**src/rtl/psal_unused_placeholder_none.sv**
```systemverilog
// Intentionally empty design file slot: holds no logic.
`default_nettype none
`default_nettype wire

```
**src/include/psal_pkg.sv**
```systemverilog
// Package of constants and carrier types for the program start alarm logic.
`default_nettype none
package psal_pkg;

  // ------------------------------------------------------------------
  // Clock and timing
  // ------------------------------------------------------------------
  localparam int CLK_HZ           = 20_000_000;
  localparam int DEB_TICK_NS      = 1000;
  localparam int DEB_TICK_CYC_RAW = (CLK_HZ / 1_000_000) * DEB_TICK_NS / 1000;
  localparam int DEB_TICK_CYC     = (DEB_TICK_CYC_RAW < 1) ? 1 : DEB_TICK_CYC_RAW;

  // ------------------------------------------------------------------
  // Register map (byte addresses)
  // ------------------------------------------------------------------
  localparam logic [7:0] REG_CTRL   = 8'h00;
  localparam logic [7:0] REG_SCALE  = 8'h04;
  localparam logic [7:0] REG_STATUS = 8'h08;
  localparam logic [7:0] REG_MASK   = 8'h0c;
  localparam logic [7:0] REG_STATE  = 8'h10;
  localparam logic [7:0] REG_HIST   = 8'h14;

  // Control register fields.
  localparam int CTRL_POL_NC_BIT   = 0;
  localparam int CTRL_SERVO_EN_BIT = 1;
  localparam int CTRL_FRST_BIT     = 2;
  localparam int CTRL_DEB_LSB      = 8;
  localparam int CTRL_HIDX_LSB     = 16;

  // Event bits of the status and mask registers.
  localparam int EV_HALT  = 0;
  localparam int EV_FAULT = 1;
  localparam int EV_START = 2;
  localparam int EV_W     = 3;

  // Reset values.
  localparam logic       POL_NC_RST    = 1'b1;
  localparam logic [7:0] DEB_RST       = 8'h0a;
  localparam logic [7:0] SCALE_RST     = 8'h00;
  localparam logic [2:0] MASK_RST      = 3'h0;

  // Program fault subcodes.
  localparam logic [1:0] PF_BUSY  = 2'h0;
  localparam logic [1:0] PF_EMPTY = 2'h1;
  localparam logic [1:0] PF_EXEC  = 2'h2;
  localparam logic [1:0] PF_STOP  = 2'h3;

  localparam int HIST_N = 8;

  // ------------------------------------------------------------------
  // Carrier types
  // ------------------------------------------------------------------
  typedef struct packed {
    logic [7:0]  addr;
    logic [31:0] wdata;
    logic        wr;
    logic        rd;
  } psal_bus_type;

  typedef struct packed {
    logic       valid;   // Channel holds at least one command.
    logic       pos_cmd; // Channel holds a positioning command.
    logic       blocked; // A command cannot run in the present state.
    logic [7:0] move_idx;
  } psal_chan_type;

  typedef enum logic [1:0] {
    RUN_IDLE = 2'b00,
    RUN_BUSY = 2'b01
  } psal_run_type;

endpackage
`default_nettype wire

```
**src/rtl/psal_core.sv**
```systemverilog
// Emergency halt and program start checking for a servo motor driver.
//
// Local design decisions: the address-and-strobe port and the placing of the registers.
`default_nettype none
// Functional notes
// - While halt input active: servo off, dynamic brake on, halt alarm shown.
// - Halt alarm clears by itself once the halt input is released.
// - Halt input polarity defaults to normally closed and is configurable.
// - Normally closed: an open, unconnected halt input counts as active halt.
// - Start while in operation is ignored and raises program fault code 0.
// - Each rising edge of the start input is one start attempt.
// - Start input has a settable debounce time; it sits on input port five.
// - Selected channel without a command: refuse, raise program fault code 1.
// - Command not runnable in present state: refuse, raise fault code 2.
// - Positioning command from start runs only with servo on.
// - Channel data out of range, e.g. move index over divisions: code 2.
// - Start with halt request, alarm or inhibiting warning: fault code 3.
// - Fault clear input or fault reset command clears the program fault.
// - Every program fault code is logged in a readable alarm history.
module psal_core
  import psal_pkg::*;
(
  input  wire logic          ref_clk,              // 20 MHz clock.
  input  wire logic          rst,                  // Sync reset, active high.
  input  wire logic          ce,                   // Clock enable.
  input  wire psal_bus_type  bus,                  // Register request.
  output var  logic [31:0]   rdata,                // Read data, next cycle.
  output var  logic          irq,                  // Level interrupt.
  input  wire logic          emergency_halt_input, // High = contact closed.
  input  wire logic          input_port_five,      // Raw start input.
  input  wire logic [7:0]    program_channel_select, // Channel number.
  input  wire psal_chan_type chan,                 // Selected channel info.
  input  wire logic          fault_clear_input,    // Clears program fault.
  input  wire logic          halt_request_input,   // Stop request.
  input  wire logic          other_alarm_input,    // Inhibiting alarm.
  input  wire logic          exec_done,            // Program finished.
  output var  logic          servo_on,             // Motor servo on.
  output var  logic          dyn_brake,            // Dynamic brake engaged.
  output var  logic          halt_alarm_code,      // Halt alarm present.
  output var  logic          program_fault_code,   // Program fault warning.
  output var  logic [1:0]    fault_subcode,        // Last fault cause.
  output var  logic          in_operation,         // Program running.
  output var  logic          run_start,            // Start pulse.
  output var  logic [7:0]    run_channel           // Channel being run.
);

  // ------------------------------------------------------------------
  // State record
  // ------------------------------------------------------------------
  typedef struct packed {
    logic [31:0]  rdata;
    logic         irq;
    logic         pol_nc;
    logic         servo_en;
    logic [7:0]   deb_set;
    logic [2:0]   hidx;
    logic [7:0]   divisions;
    logic [2:0]   status;
    logic [2:0]   mask;
    logic         servo_on;
    logic         brake;
    logic         halt;
    logic         fault;
    logic [1:0]   code;
    psal_run_type run;
    logic         run_start;
    logic [7:0]   run_chan;
    logic         start_filt;
    logic         start_prev;
    logic [7:0]   deb_cnt;
    logic [15:0]  tick_cnt;
    logic [23:0]  hist;       // Eight entries of {valid, code}.
  } psal_state_type;

  localparam psal_state_type RST_STATE = '{
    rdata: 32'h0000_0000, irq: 1'b0, pol_nc: POL_NC_RST,
    servo_en: 1'b0, deb_set: DEB_RST, hidx: 3'h0,
    divisions: SCALE_RST, status: 3'h0, mask: MASK_RST,
    servo_on: 1'b0, brake: 1'b1, halt: 1'b0, fault: 1'b0,
    code: 2'h0, run: RUN_IDLE, run_start: 1'b0, run_chan: 8'h00,
    start_filt: 1'b0, start_prev: 1'b0, deb_cnt: 8'h00,
    tick_cnt: 16'h0000, hist: 24'h00_0000
  };

  psal_state_type s_q;
  psal_state_type s_d;

  // ------------------------------------------------------------------
  // Next-state logic
  // ------------------------------------------------------------------
  // Start checks take the edge and the halt flag from registered state, so a start and a halt
  // arriving together resolve in one deterministic cycle.
  always_comb begin
    logic       halt_now;
    logic       tick;
    logic       edge_seen;
    logic       refuse;
    logic [1:0] why;
    logic [2:0] ev;
    logic       frst;
    logic       fclr;
    s_d       = s_q;
    halt_now  = 1'b0;
    tick      = 1'b0;
    edge_seen = 1'b0;
    refuse    = 1'b0;
    why       = PF_BUSY;
    ev        = 3'h0;
    frst      = 1'b0;
    fclr      = 1'b0;

    // Normally closed reads an open wire as halt, the safe failure.
    halt_now = s_q.pol_nc ? ~emergency_halt_input
                          : emergency_halt_input;

    // Halt alarm follows the input level and so clears on release.
    s_d.halt     = halt_now;
    s_d.servo_on = s_q.servo_en & ~halt_now;
    s_d.brake    = ~s_q.servo_en | halt_now;
    if (halt_now && !s_q.halt) begin
      ev[EV_HALT] = 1'b1;
    end

    // Debounce: the raw start must differ for deb_set ticks to be taken.
    // A mechanical contact still may chatter past a short setting.
    tick = (s_q.tick_cnt == 16'(DEB_TICK_CYC - 1));
    s_d.tick_cnt = tick ? 16'h0000 : s_q.tick_cnt + 16'h0001;
    if (input_port_five == s_q.start_filt) begin
      s_d.deb_cnt = 8'h00;
    end else if (s_q.deb_cnt >= s_q.deb_set) begin
      s_d.start_filt = input_port_five;
      s_d.deb_cnt    = 8'h00;
    end else if (tick) begin
      s_d.deb_cnt = s_q.deb_cnt + 8'h01;
    end
    s_d.start_prev = s_q.start_filt;
    edge_seen = s_q.start_filt & ~s_q.start_prev;

    // Program run sequencing.
    s_d.run_start = 1'b0;
    case (s_q.run)
      RUN_IDLE: begin
      end
      RUN_BUSY: begin
        if (exec_done || halt_now) begin
          s_d.run = RUN_IDLE;
        end
      end
      default: begin
        s_d.run = RUN_IDLE;
      end
    endcase

    // Start checks in priority order; the first cause found is reported.
    // The select lines are assumed settled before the edge.
    if (edge_seen) begin
      if (s_q.run != RUN_IDLE) begin
        refuse = 1'b1;
        why    = PF_BUSY;
      end else if (halt_request_input || s_q.halt ||
                   other_alarm_input) begin
        refuse = 1'b1;
        why    = PF_STOP;
      end else if (!chan.valid) begin
        refuse = 1'b1;
        why    = PF_EMPTY;
      end else if (chan.blocked ||
                   (chan.pos_cmd && !s_q.servo_on)) begin
        refuse = 1'b1;
        why    = PF_EXEC;
      end else if (chan.pos_cmd && chan.move_idx > s_q.divisions) begin
        refuse = 1'b1;
        why    = PF_EXEC;
      end
      if (!refuse) begin
        s_d.run         = RUN_BUSY;
        s_d.run_start   = 1'b1;
        s_d.run_chan    = program_channel_select;
        ev[EV_START]    = 1'b1;
      end
    end

    // ----------------------------------------------------------------
    // Register writes
    // ----------------------------------------------------------------
    if (bus.wr) begin
      case (bus.addr)
        REG_CTRL: begin
          s_d.pol_nc   = bus.wdata[CTRL_POL_NC_BIT];
          s_d.servo_en = bus.wdata[CTRL_SERVO_EN_BIT];
          frst         = bus.wdata[CTRL_FRST_BIT];
          s_d.deb_set  = bus.wdata[CTRL_DEB_LSB +: 8];
          s_d.hidx     = bus.wdata[CTRL_HIDX_LSB +: 3];
        end
        REG_SCALE: s_d.divisions = bus.wdata[7:0];
        REG_MASK:  s_d.mask      = bus.wdata[EV_W-1:0];
        default: begin
        end
      endcase
    end

    // Program fault: clear first, so a refusal in the same cycle wins.
    fclr = fault_clear_input | frst;
    if (fclr) begin
      s_d.fault = 1'b0;
    end
    if (refuse) begin
      // A refused start never touches the run state.
      s_d.fault    = 1'b1;
      s_d.code     = why;
      ev[EV_FAULT] = 1'b1;
      s_d.hist     = {s_q.hist[20:0], 1'b1, why};
    end

    // Sticky status: a read clears it, but a new event the same cycle
    // stays set.
    if (bus.rd && bus.addr == REG_STATUS) begin
      s_d.status = ev;
    end else begin
      s_d.status = s_q.status | ev;
    end
    s_d.irq = |(s_d.status & s_q.mask);

    // ----------------------------------------------------------------
    // Register reads, answered in the next cycle
    // ----------------------------------------------------------------
    s_d.rdata = 32'h0000_0000;
    if (bus.rd) begin
      case (bus.addr)
        REG_CTRL: begin
          s_d.rdata[CTRL_POL_NC_BIT]      = s_q.pol_nc;
          s_d.rdata[CTRL_SERVO_EN_BIT]    = s_q.servo_en;
          s_d.rdata[CTRL_DEB_LSB +: 8]    = s_q.deb_set;
          s_d.rdata[CTRL_HIDX_LSB +: 3]   = s_q.hidx;
        end
        REG_SCALE:  s_d.rdata[7:0]        = s_q.divisions;
        REG_STATUS: s_d.rdata[EV_W-1:0]   = s_q.status;
        REG_MASK:   s_d.rdata[EV_W-1:0]   = s_q.mask;
        REG_STATE: begin
          s_d.rdata[0]   = s_q.halt;
          s_d.rdata[1]   = s_q.fault;
          s_d.rdata[3:2] = s_q.code;
          s_d.rdata[4]   = (s_q.run == RUN_BUSY);
          s_d.rdata[5]   = s_q.servo_on;
          s_d.rdata[6]   = s_q.brake;
        end
        // Entry 0 is the newest fault; the alarm history query.
        REG_HIST:   s_d.rdata[2:0] = s_q.hist[3*s_q.hidx +: 3];
        default: begin
        end
      endcase
    end
  end

  // ------------------------------------------------------------------
  // State register
  // ------------------------------------------------------------------
  always_ff @(posedge ref_clk) begin
    if (rst) begin
      s_q <= RST_STATE;
    end else if (ce) begin
      s_q <= s_d;
    end
  end

  // ------------------------------------------------------------------
  // Outputs, each straight from the state record
  // ------------------------------------------------------------------
  assign rdata              = s_q.rdata;
  assign irq                = s_q.irq;
  assign servo_on           = s_q.servo_on;
  assign dyn_brake          = s_q.brake;
  assign halt_alarm_code    = s_q.halt;
  assign program_fault_code = s_q.fault;
  assign fault_subcode      = s_q.code;
  assign in_operation       = (s_q.run == RUN_BUSY);
  assign run_start          = s_q.run_start;
  assign run_channel        = s_q.run_chan;

endmodule
`default_nettype wire

```
**config.mk**
```make
export PLATFORM = sky130hd
export DESIGN_NAME = psal_core
export DESIGN_NICKNAME = d
export VERILOG_FILES = /design/src/rtl/psal_unused_placeholder_none.sv /design/src/include/psal_pkg.sv /design/src/rtl/psal_core.sv
export SDC_FILE = /design/constraint.sdc
export NUM_CORES = 1
export LEC_CHECK = 0
export ABC_CLOCK_PERIOD_IN_PS = 4700
export BUFFER_PORTS_ARGS = -buffer_cell sky130_fd_sc_hd__buf_2
export CORE_MARGIN = 2
export CORE_UTILIZATION = 45
export DETAILED_ROUTE_END_ITERATION = 10
export GPL_TIMING_DRIVEN = 0
export MAX_ROUTING_LAYER = met4
export PLACE_DENSITY = 0.72
export SYNTH_ARGS = -nofsm -noshare
export SYNTH_HDL_FRONTEND = slang
export SYNTH_SLANG_ARGS = --single-unit
export TNS_END_PERCENT = 50
```
**constraint.sdc**
```tcl
create_clock -name ref_clk -period 4.7 [get_ports ref_clk]
set_input_delay 0.47 -clock ref_clk [delete_from_list [all_inputs] [get_ports ref_clk]]
set_output_delay 0.47 -clock ref_clk [all_outputs]
set_load 0.01 [all_outputs]
```
==> run metrics <==
status finished with violations; failing checks capacitance limit; first-pass GRT wire length 22,760 µm; CTS tree yes; hpwl dp 11,240 µm; flops & latches, synth 112; clk sinks 112; Post-layout nets 819; Worst R2R Setup Slack 1820 ps; critical path type flip-flop to flip-flop; DRC violations left 0; Die Wd 115.6 µm; RSZ-0062 raised after global routing false; cell leakage power 2.635 nW; WL final 14,330 µm; Final Hold Fails 0; Peak Freq 347.0 MHz; Synth async-reset ratio 0; Synth Flop Type dfxtp_1; Setup WS pre-CTS 1676 ps; number of global-route vias before repair 4,688; Avg Inst Size Synth 9.085 µm²; CTS root buf clkbuf_16; Rel. slew slack 0.02126; initial drt markers 350; Hold-fix buffers, CTS 0; largest net degree at the start of global routing 21; PD cells 283.7 mW/mm²; num ports 119; WHS 327.1 ps; Worst EP arrival 3170 ps; gr usage total 0.2268; warnings from Yosys 0; post-route setup TNS 0 ps; WHS Path Cells 2; setup slack after layout 1818 ps; HP Class input pin to flip-flop; Slew Viols, Final 0; Final setup viols 0; Worst Hold Path EP s_q[85]; Tmin final 2882 ps; CP endpoint kind flip-flop; Post-synth EDFFs 0; CTS HTree Levels 3; number of buffers added on ports 91; mapped cell area 0.005605 mm²; Post-CTS Resized 0; Pre-antenna DRT Iters 5; grt ovf 0; Worst VDD drop 147.9 µV; Skew-Pair Late Insertion Delay 370 ps; period utilization 0.6132; Hold Crit Start bus[11]; synthesized netlist cell count 617; layout cells sized above 1 0.2323; initial core utilization 0.4647; sequential fraction of the synthesis area 0.4000; worst path required time 4980 ps; Filler cells 1,108; clock buffer depth 2; worst clock skew 14.27 ps; max cap viols 1; Area Growth Syn to Fin 18.33%; crit path launch type flip-flop; Final GP Congestion 0.8955; CP max FO 4; R2R Path Start s_q[80]; Vias per Instance 5.346; Worst R2R Path Depth 7; launch point of the worst path s_q[80]; clock-pin slew on the worst setup and hold paths 80 ps; CORE AREA 0.01206 mm²; synth unique cells 58; die height 115.6 µm; Slew @ Worst Pin 1450 ps; worst reg2reg endpoint s_q[23]; Die Area 0.01337 mm²; TritonCTS Buffers 9; Cell Rows 40; Via Count 4,838; post-CTS setup buffer count 0; initial antenna violation count 1; wire per inst 15.84 µm; ANT nets after route 0
cells in the mapped netlist (all sizes together), types with 2 or more instances:
cell type,instances,area share
nand4,17,0.019
o211ai,7,0.0094
o22ai,2,0.0022
a22o,11,0.017
and4,5,0.0078
nor3,7,0.0062
or4,3,0.0047
clkbuf,23,0.016
nor4b,2,0.0031
nand3,12,0.011
nand2,49,0.033
nand3b,2,0.0027
a21oi,38,0.034
mux4,6,0.024
a211oi,9,0.012
dfxtp,112,0.40
o21a,2,0.0027
nor2,51,0.034
a211o,6,0.0094
a222oi,4,0.0071
ha,18,0.040
inv,23,0.015
mux2i,42,0.075
nor2b,5,0.0056
xor2,9,0.014
buf,54,0.067
and3,5,0.0056
o31ai,10,0.014
nor3b,3,0.0040
o21ai,6,0.0054
nand2b,30,0.033
xnor2,12,0.019
o311ai,3,0.0047
nor4,9,0.013
and2,4,0.0045
worst max-delay path, cell delays in order (launching register included):
cell      delay [ps]
dfxtp_1          370
inv_1             60
ha_1             300
nand4_1          150
o21ai_0          230
o21ai_0          210
o311ai_0        1210
mux2i_1          280
state kept, by name, summed over array words and instances (netlist names):
register and flops:
irq 1, servo_on 1, s_d 1, run_start 1
halt_alarm_code 1, fault_subcode 1, s_q 77, rdata 19
run_channel 8, program_fault_code 1, dyn_brake 1
final cells by class:
cell class              instances  area [µm²]  area share
inverters                      23       86.33     0.01302
clock buffers                   9       225.2     0.03396
flip-flops and latches        112        2242      0.3380
well taps                     168       210.2     0.03169
plain buffers                  77       460.4     0.06942
multi-input cells             417        2861      0.4314
clock inverters                 7       88.84     0.01339
diodes                          1       2.502   0.0003773
repair buffers                 91       455.4     0.06867
report_power, final:
group	leakage [nW]	total (W)	internal, W	switching (W)
Combinational	1.58	0.000119	0.0000472	0.0000717
Sequential	0.903	0.000956	0.000952	0.00000443
Clock	0.155	0.000807	0.000427	0.000380
placed cells by master (no fill, tap or decap), drive strengths merged, types with 10 or more instances in the layout:
master	Yosys	layout
clkbuf	23	32
o31ai	10	10
nand3	12	12
nand2	49	49
xnor2	12	12
nor2	51	51
dfxtp	112	112
nand2b	30	30
inv	23	27
a21oi	38	38
buf	54	145
a22o	11	11
mux2i	42	42
ha	18	18
conb	1	13
nand4	17	17
logic make-up (layout without fill, tap and decap cells):
logic type | after synthesis | count (layout) | synth area share
xor gates and xnor gates | 21 | 21 | 0.03281
and+or+nand+nor | 208 | 208 | 0.1937
DFF | 112 | 112 | 0.4000
other | 1 | 14 | 0.0006690
buffers and inverters | 100 | 207 | 0.09754
muxes | 49 | 49 | 0.1011
AOI/OAI and AO/OA | 108 | 108 | 0.1339
adders and majority gates | 18 | 18 | 0.04018
metal layers:
layer / up-vias / global-route usage / part of all wire / wire [µm]
met3: 40 / 0.03400 / 0.058 / 836
li1: 2374 / - / - / -
met2: 168 / 0.3579 / 0.46 / 6589
met4: 0 / 0.1183 / 0.039 / 562
met5: - / - / 0 / 0
met1: 2256 / 0.2822 / 0.44 / 6343
per-stage QoR:
step | total power, W | util | instances | instance area [µm²]
finish | 0.001881 | 0.5499 | 905 | 6633
global route | 0.001943 | 0.5499 | 905 | 6633
CTS | 0.001894 | 0.5497 | 904 | 6630
detailed placement | 0.001095 | 0.5237 | 888 | 6316
global placement | 0.001091 | 0.5237 | 888 | 6316
floorplan | 0.001042 | - | 629 | 5650
worst max-delay path by stage:
| stage | end |
|---|---|
| 2_1_floorplan | s_q[10] |
| 3_3_place_gp | s_q[23] |
| 3_5_place_dp | s_q[23] |
| 4_1_cts | s_q[23] |
| 5_1_grt | s_q[23] |
| 6_report | s_q[23] |
Note: power is estimated with default switching activity, not from simulation.
